===== config.mk =====
export PLATFORM = sky130hd
export DESIGN_NAME = tarf_config_top
export DESIGN_NICKNAME = d
export VERILOG_FILES = /design/src/tarf_pkg.sv /design/src/tarf_rate_divider.sv /design/src/tarf_pause_width.sv /design/src/tarf_config_top.sv
export SDC_FILE = /design/constraint.sdc
export NUM_CORES = 1
export LEC_CHECK = 0
export BUFFER_PORTS_ARGS = -buffer_cell sky130_fd_sc_hd__buf_2
export CORE_ASPECT_RATIO = 1.4
export CORE_UTILIZATION = 46
export CTS_CLUSTER_SIZE = 20
export DETAILED_ROUTE_END_ITERATION = 10
export PLACE_DENSITY = 0.86
export RECOVER_POWER = 50
export SLEW_MARGIN = 20
export SYNTH_ARGS = -nofsm -noshare
export SYNTH_HDL_FRONTEND = slang
export SYNTH_HIERARCHICAL = 1
export SYNTH_SLANG_ARGS = --single-unit

===== constraint.sdc =====
create_clock -name clk_i -period 2.5 [get_ports clk_i]
set_input_delay 0.625 -clock clk_i [delete_from_list [all_inputs] [get_ports clk_i]]
set_output_delay 0.625 -clock clk_i [all_outputs]
set_load 0.02 [all_outputs]

===== src/tarf_pkg.sv =====
// constants for the type-a rate and framing configuration block
// assumes a 32-bit axi4-lite register bus and a 40 MHz system clock
package tarf_pkg;

	////////////////////////////////////////////////////////////////////////////
	// register indices; byte address is four times the index
	localparam logic [7:0] BIT_RATE_SELECT_IDX   = 8'h04;
	localparam logic [7:0] TYPEA_FRAMING_IDX     = 8'h05;
	localparam logic [7:0] CONFIG_STATUS_IDX     = 8'h06;
	localparam logic [7:0] BIT_RATE_SELECT_RESET = 8'h00;
	localparam logic [7:0] TYPEA_FRAMING_RESET   = 8'h00;
	// writable bits of bit_rate_select; the rest read as zero
	localparam logic [7:0] BIT_RATE_SELECT_MASK  = 8'h33;

	////////////////////////////////////////////////////////////////////////////
	// field positions
	localparam int TX_RATE_LSB          = 4;
	localparam int RX_RATE_LSB          = 0;
	localparam int OMIT_TX_PARITY_BIT   = 7;
	localparam int RAW_RX_PARITY_BIT    = 6;
	localparam int TRANSPORT_FRAME_BIT  = 5;
	localparam int PAUSE_CODE_LSB       = 1;
	localparam int COLLISION_FRAME_BIT  = 0;
	localparam int STAT_TX_ENABLE_BIT   = 7;
	localparam int STAT_RX_ENABLE_BIT   = 6;

	////////////////////////////////////////////////////////////////////////////
	// rate codes and carrier divisors
	localparam logic [1:0] RATE_DIV128 = 2'h0;
	localparam logic [1:0] RATE_DIV64  = 2'h1;
	localparam logic [1:0] RATE_DIV32  = 2'h2;
	localparam logic [1:0] RATE_DIV16  = 2'h3;
	localparam logic [7:0] DIVISOR_MAX = 8'h80;

	////////////////////////////////////////////////////////////////////////////
	// pause width bases and signed code limits, per rate
	localparam logic [5:0] PAUSE_BASE_128 = 6'h23;
	localparam logic [5:0] PAUSE_BASE_64  = 6'h12;
	localparam logic [5:0] PAUSE_BASE_32  = 6'h09;
	localparam logic [5:0] PAUSE_BASE_16  = 6'h05;
	localparam logic [3:0] PAUSE_LIM_128  = 4'h8;
	localparam logic [3:0] PAUSE_LIM_64   = 4'h6;
	localparam logic [3:0] PAUSE_LIM_32   = 4'h4;
	localparam logic [3:0] PAUSE_LIM_16   = 4'h3;

	////////////////////////////////////////////////////////////////////////////
	// transport frame and bus answers
	localparam logic [7:0] TRANSPORT_START_BYTE = 8'hf0;
	localparam logic [1:0] RESP_OKAY            = 2'h0;
	localparam logic [1:0] RESP_SLVERR          = 2'h2;

endpackage


===== src/tarf_rate_divider.sv =====
// bit-period tick generator for one direction
// assumes carrier_tick_i is a one-cycle enable from the same clock
`timescale 1ns/1ps
module tarf_rate_divider (
	// clock and reset
	input  wire logic       clk_i,
	input  wire logic       reset_i,
	// control
	input  wire logic       enable_i,
	input  wire logic [1:0] rate_i,
	input  wire logic       carrier_tick_i,
	// tick out
	output logic            bit_tick_o
);

	logic [7:0] count_r;
	logic [7:0] count_nxt;
	wire  [7:0] period = tarf_pkg::DIVISOR_MAX >> rate_i;
	wire        wrap   = (count_r >= period - 8'h01);

	assign count_nxt = wrap ? 8'h00 : count_r + 8'h01;

	always_ff @(posedge clk_i) begin
		if (reset_i || !enable_i) begin
			count_r    <= 8'h00;
			bit_tick_o <= 1'b0;
		end else begin
			bit_tick_o <= carrier_tick_i && wrap;
			if (carrier_tick_i) begin
				count_r <= count_nxt;
			end
		end
	end

endmodule


===== src/tarf_pause_width.sv =====
// modulation pause width from rate and signed code
// purely combinational; caller registers the result
`timescale 1ns/1ps
module tarf_pause_width (
	// inputs
	input  wire logic [1:0] rate_i,
	input  wire logic [3:0] code_i,
	// outputs
	output logic [5:0]      width_o,
	output logic            valid_o
);

	logic [5:0] base;
	logic [3:0] lim;
	wire        neg  = code_i[3];
	wire  [3:0] mag  = neg ? (4'h0 - code_i) : code_i;

	always_comb begin
		case (rate_i)
			tarf_pkg::RATE_DIV128: begin
				base = tarf_pkg::PAUSE_BASE_128;
				lim  = tarf_pkg::PAUSE_LIM_128;
			end
			tarf_pkg::RATE_DIV64: begin
				base = tarf_pkg::PAUSE_BASE_64;
				lim  = tarf_pkg::PAUSE_LIM_64;
			end
			tarf_pkg::RATE_DIV32: begin
				base = tarf_pkg::PAUSE_BASE_32;
				lim  = tarf_pkg::PAUSE_LIM_32;
			end
			default: begin
				base = tarf_pkg::PAUSE_BASE_16;
				lim  = tarf_pkg::PAUSE_LIM_16;
			end
		endcase
	end

	// /128 takes every code; other rates allow -lim to +lim
	assign valid_o = neg ? (mag <= lim)
	                     : ((rate_i == tarf_pkg::RATE_DIV128) ? 1'b1 : (mag <= lim));
	assign width_o = neg ? (base - {2'h0, mag}) : (base + {2'h0, mag});

endmodule


===== src/tarf_config_top.sv =====
// type-a rate and framing configuration with axi4-lite registers
// assumes one clock; carrier_tick_i and link byte strobes come from same-clock logic
//
// Notes on behaviour
// tx rate field picks carrier/128 down to /16
// rx rate field chosen independently, same coding
// unsupported setting disables tx and rx; code disables tx alone, on a bad pause code
// omit-parity bit stops tx parity generation
// raw parity stores all bits, 106k only
// software uses parity options in reader modes only
// transport frame adds F0 and length, drops F0
// software keeps transport frame off in rate detection
// collision-frame bit selects anticollision frame reception
// four-bit pause code sits in bits 4:1
// pause width is rate base plus signed code
// reserved bits read zero; bad pause code unsupported
`timescale 1ns/1ps
module tarf_config_top (
	// clock and reset
	input  wire logic        clk_i,
	input  wire logic        reset_i,
	// axi4-lite write
	input  wire logic [31:0] s_axi_awaddr,
	input  wire logic        s_axi_awvalid,
	output logic             s_axi_awready,
	input  wire logic [31:0] s_axi_wdata,
	input  wire logic [3:0]  s_axi_wstrb,
	input  wire logic        s_axi_wvalid,
	output logic             s_axi_wready,
	output logic [1:0]       s_axi_bresp,
	output logic             s_axi_bvalid,
	input  wire logic        s_axi_bready,
	// axi4-lite read
	input  wire logic [31:0] s_axi_araddr,
	input  wire logic        s_axi_arvalid,
	output logic             s_axi_arready,
	output logic [31:0]      s_axi_rdata,
	output logic [1:0]       s_axi_rresp,
	output logic             s_axi_rvalid,
	input  wire logic        s_axi_rready,
	// carrier timing
	input  wire logic        carrier_tick_i,
	output logic             tx_bit_tick_o,
	output logic             rx_bit_tick_o,
	// framing controls to coder and decoder
	output logic             tx_enable_o,
	output logic             rx_enable_o,
	output logic             tx_parity_gen_o,
	output logic             raw_rx_parity_o,
	output logic             rx_check_o,
	output logic             collision_frame_o,
	output logic [5:0]       pause_width_o,
	// transport frame header on transmit
	input  wire logic        tx_start_i,
	input  wire logic [7:0]  tx_len_i,
	output logic             hdr_valid_o,
	output logic [7:0]       hdr_data_o,
	input  wire logic        hdr_ready_i,
	// receive byte path
	input  wire logic        rx_frame_start_i,
	input  wire logic        rx_byte_valid_i,
	input  wire logic [7:0]  rx_byte_i,
	output logic             rx_out_valid_o,
	output logic [7:0]       rx_out_data_o
);

	////////////////////////////////////////////////////////////////////////////
	// register file

	function automatic logic [7:0] addr_index(input logic [31:0] addr);
		return addr[9:2];
	endfunction

	logic [7:0] bit_rate_r;
	logic [7:0] framing_r;
	logic       bvalid_r;
	logic [1:0] bresp_r;
	logic       rvalid_r;
	logic [31:0] rdata_r;
	logic [1:0] rresp_r;

	wire [7:0] wr_idx   = addr_index(s_axi_awaddr);
	wire [7:0] rd_idx   = addr_index(s_axi_araddr);
	wire       wr_take  = s_axi_awvalid && s_axi_wvalid && !bvalid_r;
	wire       rd_take  = s_axi_arvalid && !rvalid_r;
	wire       wr_rate  = wr_take && wr_idx == tarf_pkg::BIT_RATE_SELECT_IDX;
	wire       wr_frame = wr_take && wr_idx == tarf_pkg::TYPEA_FRAMING_IDX;
	wire       wr_ok    = wr_rate || wr_frame || (wr_idx == tarf_pkg::CONFIG_STATUS_IDX);
	wire       rd_ok    = rd_idx == tarf_pkg::BIT_RATE_SELECT_IDX
	                   || rd_idx == tarf_pkg::TYPEA_FRAMING_IDX
	                   || rd_idx == tarf_pkg::CONFIG_STATUS_IDX;

	assign s_axi_awready = wr_take;
	assign s_axi_wready  = wr_take;
	assign s_axi_arready = rd_take;
	assign s_axi_bvalid  = bvalid_r;
	assign s_axi_bresp   = bresp_r;
	assign s_axi_rvalid  = rvalid_r;
	assign s_axi_rdata   = rdata_r;
	assign s_axi_rresp   = rresp_r;

	////////////////////////////////////////////////////////////////////////////
	// decoded fields

	// tx rate field
	wire [1:0] tx_rate    = bit_rate_r[tarf_pkg::TX_RATE_LSB +: 2];
	// rx rate field
	wire [1:0] rx_rate    = bit_rate_r[tarf_pkg::RX_RATE_LSB +: 2];
	// pause code bits
	wire [3:0] pause_code = framing_r[tarf_pkg::PAUSE_CODE_LSB +: 4];
	wire       omit_par   = framing_r[tarf_pkg::OMIT_TX_PARITY_BIT];
	wire       raw_par    = framing_r[tarf_pkg::RAW_RX_PARITY_BIT];
	wire       xport_en   = framing_r[tarf_pkg::TRANSPORT_FRAME_BIT];
	wire [5:0] pause_w;
	wire       pause_ok;
	wire [7:0] status_byte;

	// base plus signed code
	tarf_pause_width u_pause (
		.rate_i  (tx_rate),
		.code_i  (pause_code),
		.width_o (pause_w),
		.valid_o (pause_ok)
	);

	// only codes with upper bits zero are supported; field width keeps them zero
	wire rate_ok = ({2'h0, tx_rate} <= {2'h0, tarf_pkg::RATE_DIV16})
	            && ({2'h0, rx_rate} <= {2'h0, tarf_pkg::RATE_DIV16});
	// out-of-range pause blocks transmit
	wire tx_en_nxt = rate_ok && pause_ok;
	wire rx_en_nxt = rate_ok;

	assign status_byte = {tx_enable_o, rx_enable_o, pause_width_o};

	////////////////////////////////////////////////////////////////////////////
	// bus processes

	always_ff @(posedge clk_i) begin
		if (reset_i) begin
			bit_rate_r <= tarf_pkg::BIT_RATE_SELECT_RESET;
			framing_r  <= tarf_pkg::TYPEA_FRAMING_RESET;
			bvalid_r   <= 1'b0;
			bresp_r    <= tarf_pkg::RESP_OKAY;
		end else begin
			// reserved bits never stored
			if (wr_rate && s_axi_wstrb[0]) begin
				bit_rate_r <= s_axi_wdata[7:0] & tarf_pkg::BIT_RATE_SELECT_MASK;
			end
			if (wr_frame && s_axi_wstrb[0]) begin
				framing_r <= s_axi_wdata[7:0];
			end
			if (wr_take) begin
				bvalid_r <= 1'b1;
				bresp_r  <= wr_ok ? tarf_pkg::RESP_OKAY : tarf_pkg::RESP_SLVERR;
			end else if (s_axi_bready) begin
				bvalid_r <= 1'b0;
			end
		end
	end

	wire [7:0] rd_byte = (rd_idx == tarf_pkg::BIT_RATE_SELECT_IDX) ? bit_rate_r :
	                     (rd_idx == tarf_pkg::TYPEA_FRAMING_IDX)   ? framing_r  :
	                     (rd_idx == tarf_pkg::CONFIG_STATUS_IDX)   ? status_byte : 8'h00;

	always_ff @(posedge clk_i) begin
		if (reset_i) begin
			rvalid_r <= 1'b0;
			rdata_r  <= 32'h0000_0000;
			rresp_r  <= tarf_pkg::RESP_OKAY;
		end else if (rd_take) begin
			rvalid_r <= 1'b1;
			rdata_r  <= {24'h00_0000, rd_byte};
			rresp_r  <= rd_ok ? tarf_pkg::RESP_OKAY : tarf_pkg::RESP_SLVERR;
		end else if (s_axi_rready) begin
			rvalid_r <= 1'b0;
		end
	end

	////////////////////////////////////////////////////////////////////////////
	// registered controls

	always_ff @(posedge clk_i) begin
		if (reset_i) begin
			tx_enable_o       <= 1'b0;
			rx_enable_o       <= 1'b0;
			tx_parity_gen_o   <= 1'b1;
			raw_rx_parity_o   <= 1'b0;
			rx_check_o        <= 1'b1;
			collision_frame_o <= 1'b0;
			pause_width_o     <= tarf_pkg::PAUSE_BASE_128;
		end else begin
			tx_enable_o       <= tx_en_nxt;
			rx_enable_o       <= rx_en_nxt;
			// no parity on transmit
			tx_parity_gen_o   <= !omit_par;
			// raw stream only at 106k
			raw_rx_parity_o   <= raw_par && rx_rate == tarf_pkg::RATE_DIV128;
			rx_check_o        <= !(raw_par && rx_rate == tarf_pkg::RATE_DIV128);
			// anticollision frame reception
			collision_frame_o <= framing_r[tarf_pkg::COLLISION_FRAME_BIT];
			pause_width_o     <= pause_w;
		end
	end

	// tx bit period
	tarf_rate_divider u_tx_div (
		.clk_i          (clk_i),
		.reset_i        (reset_i),
		.enable_i       (tx_enable_o),
		.rate_i         (tx_rate),
		.carrier_tick_i (carrier_tick_i),
		.bit_tick_o     (tx_bit_tick_o)
	);

	// rx bit period
	tarf_rate_divider u_rx_div (
		.clk_i          (clk_i),
		.reset_i        (reset_i),
		.enable_i       (rx_enable_o),
		.rate_i         (rx_rate),
		.carrier_tick_i (carrier_tick_i),
		.bit_tick_o     (rx_bit_tick_o)
	);

	////////////////////////////////////////////////////////////////////////////
	// transport frame header and start byte removal

	typedef enum logic [1:0] {HDR_IDLE, HDR_START, HDR_LEN} tarf_hdr_state_type;
	tarf_hdr_state_type hdr_r;
	logic [7:0] len_r;
	logic       rx_first_r;

	assign hdr_valid_o = (hdr_r != HDR_IDLE);

	// start byte then length
	always_ff @(posedge clk_i) begin
		if (reset_i) begin
			hdr_r      <= HDR_IDLE;
			len_r      <= 8'h00;
			hdr_data_o <= 8'h00;
		end else begin
			case (hdr_r)
				HDR_IDLE: begin
					if (tx_start_i && xport_en && tx_enable_o) begin
						hdr_r      <= HDR_START;
						len_r      <= tx_len_i;
						hdr_data_o <= tarf_pkg::TRANSPORT_START_BYTE;
					end
				end
				HDR_START: begin
					if (hdr_ready_i) begin
						hdr_r      <= HDR_LEN;
						hdr_data_o <= len_r;
					end
				end
				HDR_LEN: begin
					if (hdr_ready_i) begin
						hdr_r <= HDR_IDLE;
					end
				end
				default: begin
					hdr_r <= HDR_IDLE;
				end
			endcase
		end
	end

	// leading start byte dropped
	wire rx_drop = xport_en && rx_first_r && rx_byte_i == tarf_pkg::TRANSPORT_START_BYTE;

	always_ff @(posedge clk_i) begin
		if (reset_i) begin
			rx_first_r     <= 1'b0;
			rx_out_valid_o <= 1'b0;
			rx_out_data_o  <= 8'h00;
		end else begin
			rx_out_valid_o <= rx_byte_valid_i && rx_enable_o && !rx_drop;
			if (rx_byte_valid_i) begin
				rx_out_data_o <= rx_byte_i;
			end
			if (rx_frame_start_i) begin
				rx_first_r <= 1'b1;
			end else if (rx_byte_valid_i) begin
				rx_first_r <= 1'b0;
			end
		end
	end
endmodule


==> reports/metrics.cfg, run 1 <==
[status]
status = finished clean

[grt]
grt_start_max_net_pins = 27
grt_first_pass_wirelength_um = 15200
grt.overflow.total = 0
antenna_found_initial = 0
grt_pass1_vias = 3300
grtUsageTotal_pct = 21.5

[detailed_routing]
drtIter0Drc = 114
firstDrtPassIters = 4
routed_via_density = 5.29
drc = 0
totalWireLength_um = 9720
via_count = 3541
wire_per_inst_um = 14.5
detail-route-antenna-nets = 0

[timing]
worst_pin_slew_ps = 904
hold_viol = 0
min_period_ps = 2200
slew-limit-headroom_pct = 39.7
max_freq_mhz = 454
setup_viol = 0
period_share_pct = 88.0
skew_ps = 8.41
rsz0062_at_grt = no
slew_viol_final = 0
fin_setup_tns_ps = 0
hold_slack_ps = 442

[placed_design]
gp_congestion = 0.894
dp.cells = 655
hpwl_um = 7450
io_buffers = 99

[setup_path]
critical_path.top_delay_family = simple AND/OR/NAND/NOR gates
arrival_ps = 2420
crit_path_start_kind = register
endpoint_kind = register
crit_path_cell_trace = buf_4 > ha_1 > nor2_1 > ha_1 > nor2b_4 > o31a_1 > o22ai_2 > xnor2_1 > or2_2
reg2reg_to = pause_width_o[5]$_SDFF_PP1_
r2r_slack_ps = 300
critPathRequiredTime_ps = 2720
critPathKind = register to register
crit_path_max_incr_delay_ps = 310
crit_top_cell = ha_1
r2r_start = bit_rate_r[4]$_SDFFE_PP0P_
cp_slowest_cell = dfxtp_1
ff2ff_path_depth = 9
crit_fanout = 7
critPathBufInv = 1

[final_layout]
fin_util_pct = 56.6
antenna_cells = 0
fin_nets = 715
drive_gt1_share_pct = 18.8
synthToLayoutAreaGrowth_pct = 18.7
final_cell_count_no_fill = 670

[synthesis]
synth_area_leaders = dfxtp_1 (40%), ha_1 (7.6%), mux2i_1 (5.3%), buf_4 (4.9%), nand2_1 (4.5%)
yosys_register_bits = 82
synth_top_area_share_pct = 39.8
ys_types = 51
synthFlopType = dfxtp_1
synth_seq_area_share_pct = 39.8
yosysTopAreaCell = dfxtp_1
avgSynthCellArea_um2 = 8.97
yosysWarnings = 6
synth-edff-count = 0
synthCells = 460
async_flop_share_pct = 0
synthesis.area_um2 = 4130

[floorplanning]
die_height_um = 114
die_x_um = 82.0
core-area_um2 = 8660
start_util_pct = 47.6
ios = 201
placementRows = 40
die_area_um2 = 9360

[power]
vdd_drop_max_v = 0.000457
p_leak_nw = 2.09
power_density_nw_per_um2 = 612

[min_path]
min_to = tx_parity_gen_o$_SDFF_PP1_
hold_start = framing_r[7]$_SDFFE_PP0P_
hold_path_depth = 1
hold_path.class = register to register

[clocking]
htree_levels = 3
root_buffer = clkbuf_16
cts_buffer_depth = 2
clock_latency_ps = 340
cts_sinks = 82
cts_tree = built
cts_setup_buffers = 0
cts_buffers = 9
hold_buffers = 0
ctsResizeCount = 0
cts.reportedPaths.clkPinSlew_ps = 60

[run]
drv_cap = 0

## synth_stat cells (5+ instances only)
master    instances
clkbuf_1         10
nand2_1          49
a21oi_1          29
nand4_1           7
nor2b_1          11
xor2_1            8
o21ai_0          14
nor3_1           19
buf_4            27
mux2i_1          22
nand3_1          15
or2_2             9
dfxtp_1          82
nor2_1           30
o21a_1            5
xnor2_1           6
a211oi_1          5
ha_1             25
inv_1            19
or3_1             7
## registers in the layout, indices dropped and copies added, names as in the netlist, 2 cells and up
| signal | count |
|---|---|
| hdr_r | 2 |
| len_r | 8 |
| rx_out_data_o | 8 |
| u_rx_div/count_r | 8 |
| s_axi_rdata | 8 |
| pause_width_o | 6 |
| u_tx_div/count_r | 8 |
| hdr_data_o | 8 |
| bit_rate_r | 4 |
| framing_r | 8 |
## power breakdown
group | switching [mW] | internal, mW | total [mW]
registers | 0.0136 | 1.32 | 1.34
clock network | 0.536 | 0.905 | 1.44
logic | 0.150 | 0.0704 | 0.220
## layout make-up
| class | instances | area [um2] |
|---|---|---|
| clock inverter | 5 | 87.6 |
| timing repair buffer | 108 | 502 |
| multi-input combinational | 340 | 2220 |
| sequential | 82 | 1640 |
| clock buffer | 10 | 239 |
| fill | 784 | 3760 |
| inverter | 20 | 75.1 |
| tap | 105 | 131 |
## routing by layer
layer	share of wire, %	GRT usage [%]	vias to the layer above
met2	53	39.1	110
met1	40	23.6	1676
met4	2.0	8.07	0
li1	-	-	1737
met5	0	0	-
met3	5.0	5.02	18
## stage by stage
stage | area [um2] | power [mW] | setup WS, ps
floorplan | 4220 | 1.54 | 407
global placement | 4630 | 1.58 | 386
detailed placement | 4630 | 1.59 | 341
CTS | 4960 | 3.03 | 308
global route | 4900 | 3.10 | 224
finish | 4900 | 3.00 | 299
## kinds of logic (layout without fill, tap and decap cells)
kind of cell,after synthesis,in the layout,share of synthesized area [%]
AOI/OAI and AO/OA,77,77,12.2
xor gates and xnor gates,15,15,3.37
adders and majority gates,26,26,8.07
buffers and inverters,63,143,8.61
DFF,82,82,39.8
muxes,22,22,5.34
other,3,28,0.273
and+or+nand+nor,172,172,22.4
## cells in the final DEF (no fill, tap or decap), drive strengths merged, types with 12 or more instances in the layout
master | netlist | final
conb | 3 | 28
inv | 19 | 20
mux2i | 22 | 22
nor2b | 12 | 12
o21ai | 16 | 16
a21oi | 29 | 29
dfxtp | 82 | 82
nor3 | 20 | 20
nor2 | 31 | 31
nand2 | 50 | 50
ha | 25 | 25
buf | 33 | 64
clkbuf | 10 | 54
nand3 | 15 | 15
## worst reg2reg max path, delay by kind of cell, from the launching register on
kind / cells / cell delay (ps)
buffers and inverters: 1 / 160
XOR/XNOR: 1 / 80
adder cells (fa/ha/maj): 2 / 530
flip-flops: 1 / 310
AND/OR/NAND/NOR: 3 / 590
AO/OA/AOI/OAI: 2 / 410
## how the worst max path moves through the flow
stage          slack (ps)                           to  cells after the start                  startpoint
2_1_floorplan         410  pause_width_o[5]$_SDFF_PP1_                     10  bit_rate_r[4]$_SDFFE_PP0P_
3_3_place_gp          390  pause_width_o[5]$_SDFF_PP1_                      9  bit_rate_r[4]$_SDFFE_PP0P_
3_5_place_dp          340  pause_width_o[5]$_SDFF_PP1_                      9  bit_rate_r[4]$_SDFFE_PP0P_
4_1_cts               310  pause_width_o[5]$_SDFF_PP1_                      9  bit_rate_r[4]$_SDFFE_PP0P_
5_1_grt               220  pause_width_o[5]$_SDFF_PP1_                     10  bit_rate_r[5]$_SDFFE_PP0P_
6_report              300  pause_width_o[5]$_SDFF_PP1_                      9  bit_rate_r[4]$_SDFFE_PP0P_
Power figures use the tool's default switching activity.
==> inputs of run 2 (changes only) <==
- GPL_TIMING_DRIVEN: unset -> 0
==> reports/metrics.cfg, run 2 (synthesis gave the netlist of run 1 again) <==
[clocking]
clock_latency_ps = 340
htree_levels = 3
cts_buffers = 9
cts_sinks = 82
ctsResizeCount = 0
cts_setup_buffers = 0
hold_buffers = 0
cts_buffer_depth = 2
root_buffer = clkbuf_16
cts_tree = built
cts.reportedPaths.clkPinSlew_ps = 60

[final_layout]
drive_gt1_share_pct = 20.9
fin_nets = 746
fin_util_pct = 58.6
multiInputGateArea_um2 = 2220
filler_cell_count = 742
synthToLayoutAreaGrowth_pct = 23.0
mostFrequentLayoutCells = dfxtp_1 (82), clkbuf_1 (55), buf_2 (55)
seq_area_um2 = 1640
antenna_cells = 0
final_cell_count_no_fill = 702
final_common_cell = dfxtp_1

[timing]
fin_setup_tns_ps = 0
max_freq_mhz = 422
skew_ps = 6.98
slew-limit-headroom_pct = 51.2
period_share_pct = 94.8
rsz0062_at_grt = no
setup_viol = 0
min_period_ps = 2370
hold_viol = 0
slew_viol_final = 0
worst_pin_slew_ps = 727

[setup_path]
critPathKind = register to register
endpoint_kind = register
arrival_ps = 2650
crit_fanout = 5
r2r_slack_ps = 130
critPathRequiredTime_ps = 2780
crit_path_start_kind = register

[floorplanning]
die_x_um = 82.0
die_height_um = 114
die_area_um2 = 9360
core-area_um2 = 8660
placementRows = 40
ios = 201
start_util_pct = 47.6

[power]
power_density_nw_per_um2 = 573
vdd_drop_max_v = 0.000605
power.total_mw = 2.90
p_leak_nw = 2.19

[placed_design]
gp_congestion = 0.972
io_buffers = 96
dp.cells = 686
hpwl_um = 7810

[detailed_routing]
firstDrtPassIters = 4
drc = 0
drtIter0Drc = 158
via_count = 3671
routed_via_density = 5.23
wire_per_inst_um = 14.4
totalWireLength_um = 10100
detail-route-antenna-nets = 0

[run]
drv_cap = 0

[grt]
grt.overflow.total = 0
grt_first_pass_wirelength_um = 16100
antenna_found_initial = 0
grtUsageTotal_pct = 22.6
grt_pass1_vias = 3539
grt_start_max_net_pins = 15

[min_path]
hold_path.class = register to register

[status]
status = finished clean

[run 2: layout make-up]
type	instances	area share (%)
Multi-Input combinational cell	340	43.8
Buffer	43	5.50
Sequential cell	82	32.4
Tap cell	105	2.59
Clock buffer	10	4.51
Timing Repair Buffer	96	8.44
Inverter	20	1.48
Clock inverter	6	1.31
[run 2: critical path, cell delays in order (launching register included)]
cell and delay (ps):
dfxtp_1 480, inv_1 110, ha_1 370, nand2_1 80, o21ai_0 80, ha_1 310, nor2b_1 140, o21a_1 170
o21a_1 160, o221ai_1 240, nor2b_1 160
[run 2: power breakdown]
part,leakage (nW),switching (mW),internal [mW]
clock network,0.135,0.532,0.775
registers,0.665,0.0131,1.32
logic,1.39,0.159,0.101
[run 2: routing by layer]
| layer | part of all wire, % | track usage, % |
|---|---|---|
| met1 | 40 | 24.2 |
| met2 | 51 | 40.6 |
| met3 | 6.4 | 6.93 |
| met4 | 2.4 | 8.54 |
| met5 | 0 | 0 |
[run 2: final timing paths]
| check | startpoint | to | cells past startpoint |
|---|---|---|---|
| worst max-delay path | framing_r[1]$_SDFFE_PP0P_ | tx_enable_o$_SDFF_PP0_ | 10 |
| worst min-delay path | s_axi_rdata[0]$_SDFFE_PP0P_ | s_axi_rdata[0]$_SDFFE_PP0P_ | 2 |
| worst max register to register | framing_r[1]$_SDFFE_PP0P_ | tx_enable_o$_SDFF_PP0_ | 10 |
| worst min register to register | s_axi_rdata[0]$_SDFFE_PP0P_ | s_axi_rdata[0]$_SDFFE_PP0P_ | 2 |
[run 2: stage by stage]
| step | setup WS (ps) | hold WS (ps) | instance area [um2] |
|---|---|---|---|
| CTS | 106 | 458 | 5130 |
| global placement | 212 | 423 | 4830 |
| floorplan | 407 | 377 | 4220 |
| global route | 20.8 | 471 | 5070 |
| finish | 130 | 455 | 5070 |
| detailed placement | 116 | 449 | 4830 |
==> inputs of run 3 (changes only) <==
- CTS_BUF_LIST: unset -> sky130_fd_sc_hd__clkbuf_8 sky130_fd_sc_hd__clkbuf_16
==> reports/metrics.cfg, run 3 (synthesis gave the netlist of run 1 again) <==
[timing]
hold_viol = 0
setup_viol = 0
worst_pin_slew_ps = 727
slew_viol_final = 0
max_freq_mhz = 422
min_period_ps = 2370
slew-limit-headroom_pct = 51.2
period_share_pct = 94.8
rsz0062_at_grt = no
fin_setup_tns_ps = 0
skew_ps = 6.98
worst_slack_ps = 130

[placed_design]
gp_congestion = 0.972
hpwl_um = 7810
pre_cts_slack_ps = 116
placed_area_um2 = 4830
io_buffers = 96

[floorplanning]
core-area_um2 = 8660
die_height_um = 114
ios = 201
start_util_pct = 47.6
die_area_um2 = 9360
placementRows = 40
die_x_um = 82.0

[min_path]
min_to = s_axi_rdata[0]$_SDFFE_PP0P_
hold_path.class = register to register
hold_start = s_axi_rdata[0]$_SDFFE_PP0P_
hold_path_depth = 2

[detailed_routing]
routed_via_density = 5.23
totalWireLength_um = 10100
firstDrtPassIters = 4
drc = 0
wire_per_inst_um = 14.4
via_count = 3671
drtIter0Drc = 158
detail-route-antenna-nets = 0

[clocking]
root_buffer = clkbuf_16
cts_setup_buffers = 0
cts.reportedPaths.clkPinSlew_ps = 60
ctsResizeCount = 0
htree_levels = 3
cts_tree = built
clock_latency_ps = 340
cts_sinks = 82
cts_buffer_depth = 2
cts_buffers = 9
hold_buffers = 0

[setup_path]
ff2ff_path_depth = 10
crit_path_max_incr_delay_ps = 480
crit_path_start_kind = register
r2r_slack_ps = 130
critPathBufInv = 1
arrival_ps = 2650
crit_fanout = 5
crit_path_cell_trace = inv_1 > ha_1 > nand2_1 > o21ai_0 > ha_1 > nor2b_1 > o21a_1 > o21a_1 > o221ai_1 > nor2b_1
critPathKind = register to register
critical_path.top_delay_family = adder cells
r2r_start = framing_r[1]$_SDFFE_PP0P_
reg2reg_to = tx_enable_o$_SDFF_PP0_
cp_slowest_cell = dfxtp_1
critPathRequiredTime_ps = 2780
endpoint_kind = register

[power]
p_leak_nw = 2.19
vdd_drop_max_v = 0.000605
power_density_nw_per_um2 = 572

[grt]
antenna_found_initial = 0
grt_start_max_net_pins = 15
grt_pass1_vias = 3539
grt_first_pass_wirelength_um = 16100
grtUsageTotal_pct = 22.6
grt.overflow.total = 0

[run]
drv_cap = 0

[final_layout]
synthToLayoutAreaGrowth_pct = 23.0
final_area_um2 = 5070
antenna_cells = 0
final_common_cell = dfxtp_1
fin_nets = 746
drive_gt1_share_pct = 20.9
mostFrequentLayoutCells = dfxtp_1 (82), buf_2 (55), clkbuf_1 (54)
filler_cell_count = 742

[status]
status = finished clean

-- run 3: worst max path at each step --
stage | slack [ps] | startpoint | depth (start not counted) | to
2_1_floorplan | 410 | bit_rate_r[4]$_SDFFE_PP0P_ | 10 | pause_width_o[5]$_SDFF_PP1_
3_3_place_gp | 210 | framing_r[1]$_SDFFE_PP0P_ | 10 | tx_enable_o$_SDFF_PP0_
3_5_place_dp | 120 | framing_r[1]$_SDFFE_PP0P_ | 10 | tx_enable_o$_SDFF_PP0_
4_1_cts | 110 | framing_r[1]$_SDFFE_PP0P_ | 10 | tx_enable_o$_SDFF_PP0_
5_1_grt | 20 | bit_rate_r[5]$_SDFFE_PP0P_ | 10 | pause_width_o[5]$_SDFF_PP1_
6_report | 130 | framing_r[1]$_SDFFE_PP0P_ | 10 | tx_enable_o$_SDFF_PP0_
-- run 3: stage by stage --
step | util [%] | hold WS (ps) | cells | total power, mW
after detailed placement | 55.8 | 449 | 686 | 1.63
final | 58.6 | 455 | 702 | 2.90
after global placement | 55.8 | 423 | 686 | 1.62
after CTS | 59.2 | 458 | 702 | 2.92
after global routing | 58.6 | 471 | 702 | 2.99
after floorplan | - | 377 | 485 | 1.54
-- run 3: final cells by class --
cell class / instances / area [um2] / area share, %
multi-input cells: 340 / 2220 / 43.8
flip-flops and latches: 82 / 1640 / 32.4
repair buffers: 96 / 428 / 8.44
plain buffers: 43 / 279 / 5.50
clock buffers: 9 / 225 / 4.44
well taps: 105 / 131 / 2.59
inverters: 20 / 75.1 / 1.48
clock inverters: 7 / 70.1 / 1.38
-- run 3: worst reg2reg max path, cell delays in order (launching register included) --
cell and delay, ps:
dfxtp_1 480, inv_1 110, ha_1 370, nand2_1 80, o21ai_0 80, ha_1 310, nor2b_1 140, o21a_1 170
o21a_1 160, o221ai_1 240, nor2b_1 160
-- run 3: where the power goes --
part	internal [mW]	switching (mW)	leakage [nW]	total, mW
clock network	0.771	0.532	0.139	1.30
registers	1.32	0.0131	0.665	1.34
logic	0.101	0.159	1.39	0.260
total	2.20	0.703	2.19	2.90
-- run 3: metal layers --
metal  GRT usage, %  vias up  wire length (um)
met5              0        -                 0
met4           8.54        0               242
met3           6.93       22               653
met1           24.2     1713              4030
met2           40.6      141              5200
li1               -     1795                 -
